===== config.mk =====
export PLATFORM = sky130hd
export DESIGN_NAME = nfhc_top
export DESIGN_NICKNAME = d
export VERILOG_FILES = /design/src/hw/nfhc_pkg.sv /design/src/hw/nfhc_strobe.sv /design/src/hw/nfhc_top.sv
export SDC_FILE = /design/constraint.sdc
export NUM_CORES = 1
export LEC_CHECK = 0
export ABC_CLOCK_PERIOD_IN_PS = 6500
export BUFFER_PORTS_ARGS = -buffer_cell sky130_fd_sc_hd__buf_2
export CORE_ASPECT_RATIO = 1.25
export CORE_MARGIN = 8
export CORE_UTILIZATION = 61
export DETAILED_ROUTE_END_ITERATION = 8
export PLACE_DENSITY = 0.85
export RECOVER_POWER = 100
export SLEW_MARGIN = 5
export SYNTH_ARGS = -nofsm -noshare
export SYNTH_HDL_FRONTEND = slang
export SYNTH_SLANG_ARGS = --single-unit

===== constraint.sdc =====
create_clock -name clk -period 6.5 [get_ports clk]
set_clock_uncertainty 0.05 [all_clocks]
set_input_delay 1.3 -clock clk [delete_from_list [all_inputs] [get_ports clk]]
set_output_delay 1.3 -clock clk [all_outputs]
set_load 0.01 [all_outputs]

===== src/hw/nfhc_pkg.sv =====
// Package for the NAND flash host controller: geometry, commands, timing counts, carrier types.
// Assumes a 50 MHz system clock and a device driven only through its pins.
//
// Contract
// - Command byte latched on write rise, CLE high
// - Address byte latched on write rise, ALE high
// - One shared eight-bit port for everything
// - Five address cycles; column in first two
// - Row bits in cycles three to five
// - Cached read ends with command 3Fh
// - Cached program ends with 80h then 10h
// - After 80h-15h end: poll status, then reset
// - Multi-page cached program ends 81h-10h, else recover
// - Host never drives port while device outputs
// - Read is 00h, address, 30h
// - Program is 80h, address, data, 10h/15h
// - 31h moves next page, holds busy
// - Read busy accepts only status and reset
package nfhc_pkg;
	// ----------------------------------------------------------------
	// Geometry.
	// ----------------------------------------------------------------
	localparam int unsigned PAGE_MAIN_BYTES = 4096;
	localparam int unsigned PAGE_SPARE_BYTES = 256;
	localparam int unsigned PAGE_BYTES = PAGE_MAIN_BYTES + PAGE_SPARE_BYTES;
	localparam int unsigned PAGES_PER_BLOCK = 64;
	localparam int unsigned BLOCK_COUNT = 4096;
	localparam int unsigned COL_W = 13;
	localparam int unsigned ROW_W = 18;
	localparam int unsigned PAGE_SEL_W = 6;
	localparam int unsigned ADDR_CYCLES = 5;
	// ----------------------------------------------------------------
	// Commands.
	// ----------------------------------------------------------------
	localparam logic [7:0] CMD_READ_1 = 8'h00;
	localparam logic [7:0] CMD_READ_2 = 8'h30;
	localparam logic [7:0] CMD_READ_CACHE = 8'h31;
	localparam logic [7:0] CMD_READ_LAST = 8'h3f;
	localparam logic [7:0] CMD_PROG_1 = 8'h80;
	localparam logic [7:0] CMD_PROG_MULTI = 8'h81;
	localparam logic [7:0] CMD_PROG_2 = 8'h10;
	localparam logic [7:0] CMD_PROG_CACHE = 8'h15;
	localparam logic [7:0] CMD_ERASE_1 = 8'h60;
	localparam logic [7:0] CMD_ERASE_2 = 8'hd0;
	localparam logic [7:0] CMD_STATUS = 8'h70;
	localparam logic [7:0] CMD_RESET = 8'hff;
	localparam int unsigned STATUS_READY_BIT = 6;
	// ----------------------------------------------------------------
	// Strobe timing, counted in 20 ns cycles.
	// ----------------------------------------------------------------
	localparam int unsigned CLK_NS = 20;
	localparam int unsigned T_PULSE_NS = 25;
	localparam int unsigned T_PULSE_CYC = (T_PULSE_NS + CLK_NS - 1) / CLK_NS;
	localparam int unsigned T_WHR_NS = 60;
	localparam int unsigned T_WHR_CYC = (T_WHR_NS + CLK_NS - 1) / CLK_NS;
	localparam int unsigned T_WB_NS = 100;
	localparam int unsigned T_WB_CYC = (T_WB_NS + CLK_NS - 1) / CLK_NS;
	localparam logic [3:0] PULSE_CNT = 4'(T_PULSE_CYC);
	localparam logic [3:0] WHR_CNT = 4'(T_WHR_CYC);
	localparam logic [3:0] WB_CNT = 4'(T_WB_CYC);
	// ----------------------------------------------------------------
	// Operations and carriers.
	// ----------------------------------------------------------------
	typedef enum logic [2:0] {
		OP_READ = 3'h0, OP_PROG = 3'h1, OP_PROG_CACHE = 3'h2, OP_ERASE = 3'h3,
		OP_STATUS = 3'h4, OP_RESET = 3'h5, OP_READ_CACHE = 3'h6, OP_READ_LAST = 3'h7
	} nfhc_op_t;
	typedef struct packed {
		nfhc_op_t op;
		logic [ROW_W-1:0] row;
		logic [COL_W-1:0] col;
		logic [12:0] len;
	} nfhc_req_t;
	typedef struct packed {
		logic cle;
		logic ale;
		logic ce_n;
		logic we_n;
		logic wp_n;
	} nfhc_ctl_t;
	typedef enum logic [1:0] {
		CY_CMD = 2'h0, CY_ADDR = 2'h1, CY_WDATA = 2'h2, CY_RDATA = 2'h3
	} nfhc_cy_t;
endpackage : nfhc_pkg


===== src/hw/nfhc_strobe.sv =====
// One-byte strobe engine: drives a write or read strobe pulse on the pins.
// Assumes the caller holds the cycle kind and byte steady while busy.
`timescale 1ns/1ps
`default_nettype none
module nfhc_strobe (
	// Clock and reset.
	input wire logic clk,
	input wire logic sys_rst,
	input wire logic clk_en,
	// Request.
	input wire logic start,
	input wire nfhc_pkg::nfhc_cy_t kind,
	input wire logic [7:0] wbyte,
	output logic done,
	output logic [7:0] rbyte,
	// Pins.
	output logic cle,
	output logic ale,
	output logic we_n,
	output logic re_n,
	output logic [7:0] io_o,
	output logic io_oe,
	input wire logic [7:0] io_sync
);
	// ----------------------------------------------------------------
	// Phase counter: low half, then high half of the strobe.
	// ----------------------------------------------------------------
	logic [3:0] cnt_q;
	logic [1:0] ph_q; // 0 idle, 1 strobe low, 2 strobe high.
	wire is_rd = (kind == nfhc_pkg::CY_RDATA);
	wire cnt_end = (cnt_q == 4'h1);
	// The strobe rises only after the byte has stood a full pulse width.
	always_ff @(posedge clk) begin
		if (sys_rst) begin
			ph_q <= 2'h0;
			cnt_q <= 4'h0;
			done <= 1'b0;
			cle <= 1'b0;
			ale <= 1'b0;
			we_n <= 1'b1;
			re_n <= 1'b1;
			io_o <= 8'h00;
			io_oe <= 1'b0;
			rbyte <= 8'h00;
		end else if (clk_en) begin
			done <= 1'b0;
			case (ph_q)
				2'h0: if (start) begin
					ph_q <= 2'h1;
					cnt_q <= nfhc_pkg::PULSE_CNT;
					cle <= (kind == nfhc_pkg::CY_CMD);
					ale <= (kind == nfhc_pkg::CY_ADDR);
					io_o <= wbyte;
					io_oe <= !is_rd;
					we_n <= is_rd;
					re_n <= !is_rd;
				end
				2'h1: if (cnt_end) begin
					ph_q <= 2'h2;
					cnt_q <= nfhc_pkg::PULSE_CNT;
					we_n <= 1'b1; // Device latches on this rise.
					re_n <= 1'b1;
				end else begin
					cnt_q <= cnt_q - 4'h1;
				end
				2'h2: if (cnt_end) begin
					ph_q <= 2'h0;
					cle <= 1'b0;
					ale <= 1'b0;
					io_oe <= 1'b0;
					done <= 1'b1;
					// The port byte needs two clocks through the synchroniser, so it is taken at the end.
					if (is_rd) begin
						rbyte <= io_sync;
					end
				end else begin
					cnt_q <= cnt_q - 4'h1;
				end
				default: ph_q <= 2'h0;
			endcase
		end
	end
endmodule : nfhc_strobe
`default_nettype wire


===== src/hw/nfhc_top.sv =====
// NAND flash host controller: turns one request into command, address, data and wait phases on the pins.
// Assumes a single 50 MHz clock; ready/busy and the I/O port arrive asynchronously.
`timescale 1ns/1ps
`default_nettype none
module nfhc_top (
	// Clock and reset.
	input wire logic clk,
	input wire logic sys_rst,
	input wire logic clk_en,
	// Request side.
	input wire logic req_valid,
	input wire nfhc_pkg::nfhc_req_t req,
	input wire logic protect_n,
	output logic req_ready,
	// Write data stream.
	input wire logic wr_valid,
	input wire logic [7:0] wr_data,
	output logic wr_take,
	// Read data stream.
	output logic rd_valid,
	output logic [7:0] rd_data,
	// Completion.
	output logic op_done,
	output logic [7:0] status_q,
	// Device pins.
	output var nfhc_pkg::nfhc_ctl_t ctl,
	output logic read_strobe_low,
	output logic [7:0] io_o,
	output logic io_oe,
	input wire logic [7:0] io_i,
	input wire logic ready_busy_line
);
	// ----------------------------------------------------------------
	// Synchronisers for the pin inputs.
	// ----------------------------------------------------------------
	logic [7:0] io_s1_q, io_s2_q;
	logic rb_s1_q, rb_s2_q;
	always_ff @(posedge clk) begin
		if (sys_rst) begin
			io_s1_q <= 8'h00;
			io_s2_q <= 8'h00;
			rb_s1_q <= 1'b0;
			rb_s2_q <= 1'b0;
		end else if (clk_en) begin
			io_s1_q <= io_i;
			io_s2_q <= io_s1_q;
			rb_s1_q <= ready_busy_line;
			rb_s2_q <= rb_s1_q;
		end
	end
	wire dev_ready = rb_s2_q;
	// ----------------------------------------------------------------
	// Sequencer states.
	// ----------------------------------------------------------------
	typedef enum logic [3:0] {
		S_IDLE = 4'h0, S_CMD1 = 4'h1, S_ADDR = 4'h2, S_WDATA = 4'h3, S_CMD2 = 4'h4,
		S_WBSY = 4'h5, S_WAIT = 4'h6, S_RDATA = 4'h7, S_DONE = 4'h8, S_WHR = 4'h9
	} nfhc_st_t;
	nfhc_st_t st_q, st_d;
	nfhc_pkg::nfhc_req_t cur_q;
	logic [2:0] acnt_q;
	logic [12:0] bcnt_q;
	logic [3:0] tw_q;
	logic ce_n_q;
	logic wp_n_q; // Protect pin copy, kept apart so the pin struct has one driver.
	logic go_q;
	// Strobe engine handshake.
	logic sb_done;
	logic [7:0] sb_rbyte;
	logic sb_cle, sb_ale, sb_we_n, sb_re_n, sb_oe;
	logic [7:0] sb_io;
	// ----------------------------------------------------------------
	// Decode of the current operation.
	// ----------------------------------------------------------------
	wire nfhc_pkg::nfhc_op_t op = cur_q.op;
	wire is_prog = (op == nfhc_pkg::OP_PROG) || (op == nfhc_pkg::OP_PROG_CACHE);
	wire has_addr = (op == nfhc_pkg::OP_READ) || is_prog || (op == nfhc_pkg::OP_ERASE);
	wire n_addr_last = (op == nfhc_pkg::OP_ERASE) ? (acnt_q == 3'h2) : (acnt_q == 3'h4);
	wire has_cmd2 = (op == nfhc_pkg::OP_READ) || is_prog || (op == nfhc_pkg::OP_ERASE);
	wire waits = (op != nfhc_pkg::OP_STATUS);
	wire reads = (op == nfhc_pkg::OP_READ) || (op == nfhc_pkg::OP_STATUS)
		|| (op == nfhc_pkg::OP_READ_CACHE) || (op == nfhc_pkg::OP_READ_LAST);
	// First command byte per operation.
	wire [7:0] cmd1 = (op == nfhc_pkg::OP_READ) ? nfhc_pkg::CMD_READ_1 :
		is_prog ? nfhc_pkg::CMD_PROG_1 :
		(op == nfhc_pkg::OP_ERASE) ? nfhc_pkg::CMD_ERASE_1 :
		(op == nfhc_pkg::OP_STATUS) ? nfhc_pkg::CMD_STATUS :
		(op == nfhc_pkg::OP_READ_CACHE) ? nfhc_pkg::CMD_READ_CACHE :
		(op == nfhc_pkg::OP_READ_LAST) ? nfhc_pkg::CMD_READ_LAST : nfhc_pkg::CMD_RESET;
	// Second command byte; the cached program uses 15h, read 30h, erase D0h, otherwise 10h ends it.
	wire [7:0] cmd2 = (op == nfhc_pkg::OP_READ) ? nfhc_pkg::CMD_READ_2 :
		(op == nfhc_pkg::OP_PROG_CACHE) ? nfhc_pkg::CMD_PROG_CACHE :
		(op == nfhc_pkg::OP_ERASE) ? nfhc_pkg::CMD_ERASE_2 : nfhc_pkg::CMD_PROG_2;
	// Address byte from the five-cycle layout; high lines held low. Erase starts at the row.
	wire [2:0] aidx = (op == nfhc_pkg::OP_ERASE) ? (acnt_q + 3'h2) : acnt_q;
	wire [7:0] abyte = (aidx == 3'h0) ? cur_q.col[7:0] :
		(aidx == 3'h1) ? {3'h0, cur_q.col[12:8]} :
		(aidx == 3'h2) ? cur_q.row[7:0] :
		(aidx == 3'h3) ? cur_q.row[15:8] : {6'h00, cur_q.row[17:16]};
	wire nfhc_pkg::nfhc_cy_t kind = (st_q == S_ADDR) ? nfhc_pkg::CY_ADDR :
		(st_q == S_WDATA) ? nfhc_pkg::CY_WDATA :
		(st_q == S_RDATA) ? nfhc_pkg::CY_RDATA : nfhc_pkg::CY_CMD;
	wire [7:0] wbyte = (st_q == S_ADDR) ? abyte : (st_q == S_WDATA) ? wr_data :
		(st_q == S_CMD2) ? cmd2 : cmd1;
	// A byte cycle starts one clock after entering a byte state, or after the last finished.
	wire byte_st = (st_q == S_CMD1) || (st_q == S_ADDR) || (st_q == S_CMD2) || (st_q == S_RDATA)
		|| ((st_q == S_WDATA) && wr_valid);
	wire sb_start = byte_st && go_q;
	wire last_byte = (bcnt_q == 13'h0001);
	// ----------------------------------------------------------------
	// Next-state logic.
	// ----------------------------------------------------------------
	always_comb begin
		st_d = st_q;
		case (st_q)
			S_IDLE: if (req_valid && dev_ready) st_d = S_CMD1;
			S_CMD1: if (sb_done) st_d = has_addr ? S_ADDR : (waits ? S_WBSY : S_WHR);
			S_ADDR: if (sb_done && n_addr_last) st_d = is_prog ? S_WDATA : (has_cmd2 ? S_CMD2 : S_WBSY);
			S_WDATA: if (sb_done && last_byte) st_d = S_CMD2;
			S_CMD2: if (sb_done) st_d = S_WBSY;
			S_WBSY: if (tw_q == 4'h0) st_d = S_WAIT;
			S_WAIT: if (dev_ready) st_d = reads ? S_RDATA : S_DONE;
			S_WHR: if (tw_q == 4'h0) st_d = S_RDATA;
			S_RDATA: if (sb_done && last_byte) st_d = S_DONE;
			S_DONE: st_d = S_IDLE;
			default: st_d = S_IDLE;
		endcase
	end
	// Request acceptance: program and erase are refused while protect is low.
	wire accept = (st_q == S_IDLE) && req_valid && dev_ready;
	wire prot_drop = accept && !protect_n && ((req.op == nfhc_pkg::OP_PROG) ||
		(req.op == nfhc_pkg::OP_PROG_CACHE) || (req.op == nfhc_pkg::OP_ERASE));
	// ----------------------------------------------------------------
	// State, counters and held request.
	// ----------------------------------------------------------------
	always_ff @(posedge clk) begin
		if (sys_rst) begin
			st_q <= S_IDLE;
			cur_q <= '0;
			acnt_q <= 3'h0;
			bcnt_q <= 13'h0000;
			tw_q <= 4'h0;
			go_q <= 1'b0;
		end else if (clk_en) begin
			st_q <= prot_drop ? S_DONE : st_d;
			// The start request stays pending until taken, so a late write byte cannot stall the sequencer.
			go_q <= (st_d != st_q) || sb_done || (go_q && !sb_start);
			if (accept) begin
				cur_q <= req;
				bcnt_q <= (req.op == nfhc_pkg::OP_STATUS) ? 13'h0001 : req.len;
			end
			if (st_q != S_ADDR) acnt_q <= 3'h0;
			else if (sb_done) acnt_q <= acnt_q + 3'h1;
			if (sb_done && ((st_q == S_WDATA) || (st_q == S_RDATA))) bcnt_q <= bcnt_q - 13'h0001;
			if (st_d == S_WBSY && st_q != S_WBSY) tw_q <= nfhc_pkg::WB_CNT;
			else if (st_d == S_WHR && st_q != S_WHR) tw_q <= nfhc_pkg::WHR_CNT;
			else if (tw_q != 4'h0) tw_q <= tw_q - 4'h1;
		end
	end
	// ----------------------------------------------------------------
	// Registered outputs.
	// ----------------------------------------------------------------
	always_ff @(posedge clk) begin
		if (sys_rst) begin
			ce_n_q <= 1'b1;
			req_ready <= 1'b0;
			op_done <= 1'b0;
			rd_valid <= 1'b0;
			rd_data <= 8'h00;
			status_q <= 8'h00;
			wr_take <= 1'b0;
			wp_n_q <= 1'b0;
		end else if (clk_en) begin
			// Chip select rises only when idle and ready, giving standby.
			ce_n_q <= (st_d == S_IDLE) && dev_ready;
			req_ready <= (st_d == S_IDLE) && dev_ready;
			op_done <= (st_q == S_DONE);
			rd_valid <= sb_done && (st_q == S_RDATA);
			wr_take <= sb_done && (st_q == S_WDATA);
			wp_n_q <= protect_n;
			if (sb_done && (st_q == S_RDATA)) rd_data <= sb_rbyte;
			if (sb_done && (st_q == S_RDATA) && (op == nfhc_pkg::OP_STATUS)) status_q <= sb_rbyte;
		end
	end
	// The whole pin struct is written by one assignment; every field is a flip-flop.
	assign ctl = '{cle: sb_cle, ale: sb_ale, ce_n: ce_n_q, we_n: sb_we_n, wp_n: wp_n_q};
	assign read_strobe_low = sb_re_n;
	assign io_o = sb_io;
	assign io_oe = sb_oe;
	// ----------------------------------------------------------------
	// Byte strobe engine.
	// ----------------------------------------------------------------
	nfhc_strobe u_strobe (
		.clk(clk),
		.sys_rst(sys_rst),
		.clk_en(clk_en),
		.start(sb_start),
		.kind(kind),
		.wbyte(wbyte),
		.done(sb_done),
		.rbyte(sb_rbyte),
		.cle(sb_cle),
		.ale(sb_ale),
		.we_n(sb_we_n),
		.re_n(sb_re_n),
		.io_o(sb_io),
		.io_oe(sb_oe),
		.io_sync(io_s2_q)
	);
endmodule : nfhc_top
`default_nettype wire


==> metrics.txt <==
Hold WC Path Type=reg2reg; critical path required time=roughly 6600 ps; die height=129 um; share of cells above drive strength 1=0.140; worst hold path cell count=2; num rows=about 40; Starting Density=0.625; drt pass-1 iters=5; Post-CTS Resized=0; Pleak=2.76 nW; Post-Synthesis Cells=786; GR Util met2=0.424; clock root buffer=clkbuf_16; Post-synth EDFFs=0; CTS tree=built; final instance area=7260 um^2; worst rel slew slack=-0.819; Clk network pwr share=0.489; Critical Path Sink Type=register; Top Usage Layer GRT=met2; global-route wire length before repair=27,800 um; core area=10,100 um^2; Top FF cell, synth=dfxtp_1; Iteration-0 DRC Markers=385; reg-to-reg slack, setup=roughly 2600 ps; Detail Route Antenna Nets=0; hold_buf cts=0; Warnings, synthesis=0; Setup Fix Bufs, Post-CTS=0; Worst-path clk slew=~60 ps; met1 Usage GRT=0.282; worst reg2reg endpoint=status_q[7]$_SDFFE_PP0P_; FILL cells=between 800 and 900; Placer Congestion=0.918; fmax=approximately 0.22 GHz; Port Buf Inserts=around 100; final HPWL from detailed placement=11,800 um; vias=5,973; Vias per Instance=5.98; Sw Pwr=around 0.5 mW; final cycle utilization of the critical path=0.703; placed inst area=6750 um^2; final hold viol count=0; Power Internal=1.45 mW; worst skew pair latency=around 420 ps; MaxCap Viol Count=2; largest net degree at the start of global routing=67; synthesized area per cell=roughly 8 um^2; Netlist Area Pre-Place=6280 um^2; Syn-to-layout area delta=15.6%; clock sink count=127; Routed WL=~17,000 um; number of global-route vias before repair=5,840; Critical R2R Launch=st_q[1]$_SDFFE_PP0P_; sequential power share=0.420; I/O pins=105; Final min period=4570 ps; most frequent cells in the layout=127 x dfxtp_1, 121 x nand2_1, 93 x nor2_1; Finish-stage setup viols=0; CTS max path bufs=2; Critical Path AT=about 4700 ps; H-tree levels=4; violated checks=capacitance limit, slew limit; final setup TNS=0 ps; Min-Delay Startpoint=cur_q[17]$_SDFFE_PP0P_; Mapped Nets=~870; r2r worst-path depth=7; total CTS buffers=17; Final Slew Violations=85; critical path fanouts, max=between 60 and 70; initial antenna violation count=0; Logic pwr share=0.091; Worst-Margin Slew=2730 ps; power per cell area=270 nW/um^2; worst vdd ir=0.208 mV; switching part of the total=0.260; # diodes=0; GR Util met3=0.0631; die area=13,800 um^2; RSZ-0062 raised after global routing=no; nets=936; crit start category=input port; drt drc=0; Yosys reg bits=127; global route overflow=0; sequential share of the synthesized area=0.405; critical path type=in2reg; aggregate global-route resource usage=0.246; most common cell after layout, fill and taps aside=dfxtp_1; ys async rst share=0; Hold Crit Endpoint=cur_q[17]$_SDFFE_PP0P_; WL per Instance=roughly 17 um; status=finished, violations left; width of the die=around 110 um; Distinct cells, synth=78
## synthesized netlist by cell type (3+ instances only)
cell type  number  area share
o21ai_0        23       0.018
a21oi_1        86       0.069
nor2b_1         8      0.0080
nand2_1       121       0.072
xor2_1          5      0.0070
nand3_1        19       0.015
inv_2           3      0.0018
nand3b_1        6      0.0072
or2_2           3      0.0030
a211o_1         3      0.0042
o21ai_1         3      0.0024
buf_4           5      0.0060
o31ai_1         4      0.0048
ha_1            9       0.018
a22oi_1        12       0.014
nand2b_1        9      0.0090
and3_1          5      0.0050
clkbuf_1       37       0.022
nor2_1         92       0.055
buf_2          10      0.0080
dfxtp_1       127        0.40
o21a_1          3      0.0036
nor4_1          4      0.0040
a31oi_1         7      0.0070
mux2i_1        47       0.075
nor3b_1         3      0.0036
a221oi_1        4      0.0056
a311oi_1        3      0.0042
or4_1           6      0.0072
nand4_1         7      0.0070
nor3_1         21       0.017
a211oi_1        9       0.011
inv_1          18       0.011
o22ai_1         6      0.0060
## routing by layer
layer / wire, um / up-vias / part of all wire
met5: 0 / - / 0
met2: 8500 / 222 / 0.50
met3: 964 / 40 / 0.057
li1: - / 2912 / -
met1: 6980 / 2799 / 0.41
met4: 447 / 0 / 0.026
## flip-flops by register name, indices dropped and copies added, names as in the netlist, 2 cells and up
name	flops
bcnt_q	13
u_strobe.cnt_q	4
tw_q	4
st_q	4
status_q	8
rd_data	8
cur_q	31
u_strobe.ph_q	2
op	3
acnt_q	3
u_strobe.io_o	8
io_s1_q	8
u_strobe.rbyte	8
io_s2_q	8
## per-stage QoR
step           setup WS (ps)   util  power [mW]  hold slack, ps  instances
2_1_floorplan           3430      -       0.959             384        786
3_3_place_gp            2320  0.672        1.00             392        967
3_5_place_dp            2220  0.672        1.02             395        967
4_1_cts                 2660  0.731        1.97             403        999
5_1_grt                 1560  0.722        2.03             423        999
6_report                1930  0.722        1.96             404        999
## cells by family (layout without fill, tap and decap cells)
kind of cell,Yosys count,after routing,synth area share
fa+ha+maj,9,9,0.0179
xor+xnor,6,6,0.00836
flops,127,127,0.405
simple gates,326,326,0.245
buf+inv,77,161,0.0534
compound gates,191,191,0.190
mux,50,50,0.0803
## worst max-delay path: stages
cell,delay (ps)
clkbuf_2,970
clkbuf_1,2020
nand3b_1,270
o41ai_1,90
## power groups by stage
stage               Combinational, mW  Clock (mW)  Sequential [mW]
floorplan                       0.128           0            0.831
global placement                0.167           0            0.837
detailed placement              0.178           0            0.840
CTS                             0.180       0.969            0.822
global route                    0.201        1.01            0.826
finish                          0.178       0.959            0.823
## layout make-up
cell class | count | area (um^2) | share of cell area
clock inverters | 15 | 175 | 0.0241
well taps | 129 | 161 | 0.0222
repair buffers | 108 | 495 | 0.0682
multi-input cells | 582 | 3380 | 0.466
inverters | 21 | 78.8 | 0.0109
clock buffers | 17 | 425 | 0.0586
flip-flops and latches | 127 | 2540 | 0.350
## worst max-delay path by stage
| stage | start | end | slack (ps) | depth (start not counted) |
|---|---|---|---|---|
| 2_1_floorplan | clk_en | u_strobe.cnt_q[0]$_SDFFE_PP0P_ | 3430 | 7 |
| 3_3_place_gp | clk_en | u_strobe.cnt_q[0]$_SDFFE_PP0P_ | 2320 | 7 |
| 3_5_place_dp | clk_en | u_strobe.io_o[7]$_SDFFE_PP0P_ | 2220 | 7 |
| 4_1_cts | clk_en | u_strobe.cnt_q[3]$_SDFFE_PP0P_ | 2660 | 7 |
| 5_1_grt | sys_rst | u_strobe.io_o[1]$_SDFFE_PP0P_ | 1560 | 4 |
| 6_report | sys_rst | u_strobe.io_o[1]$_SDFFE_PP0P_ | 1930 | 4 |
No activity file was read; power rests on OpenSTA's default activity.
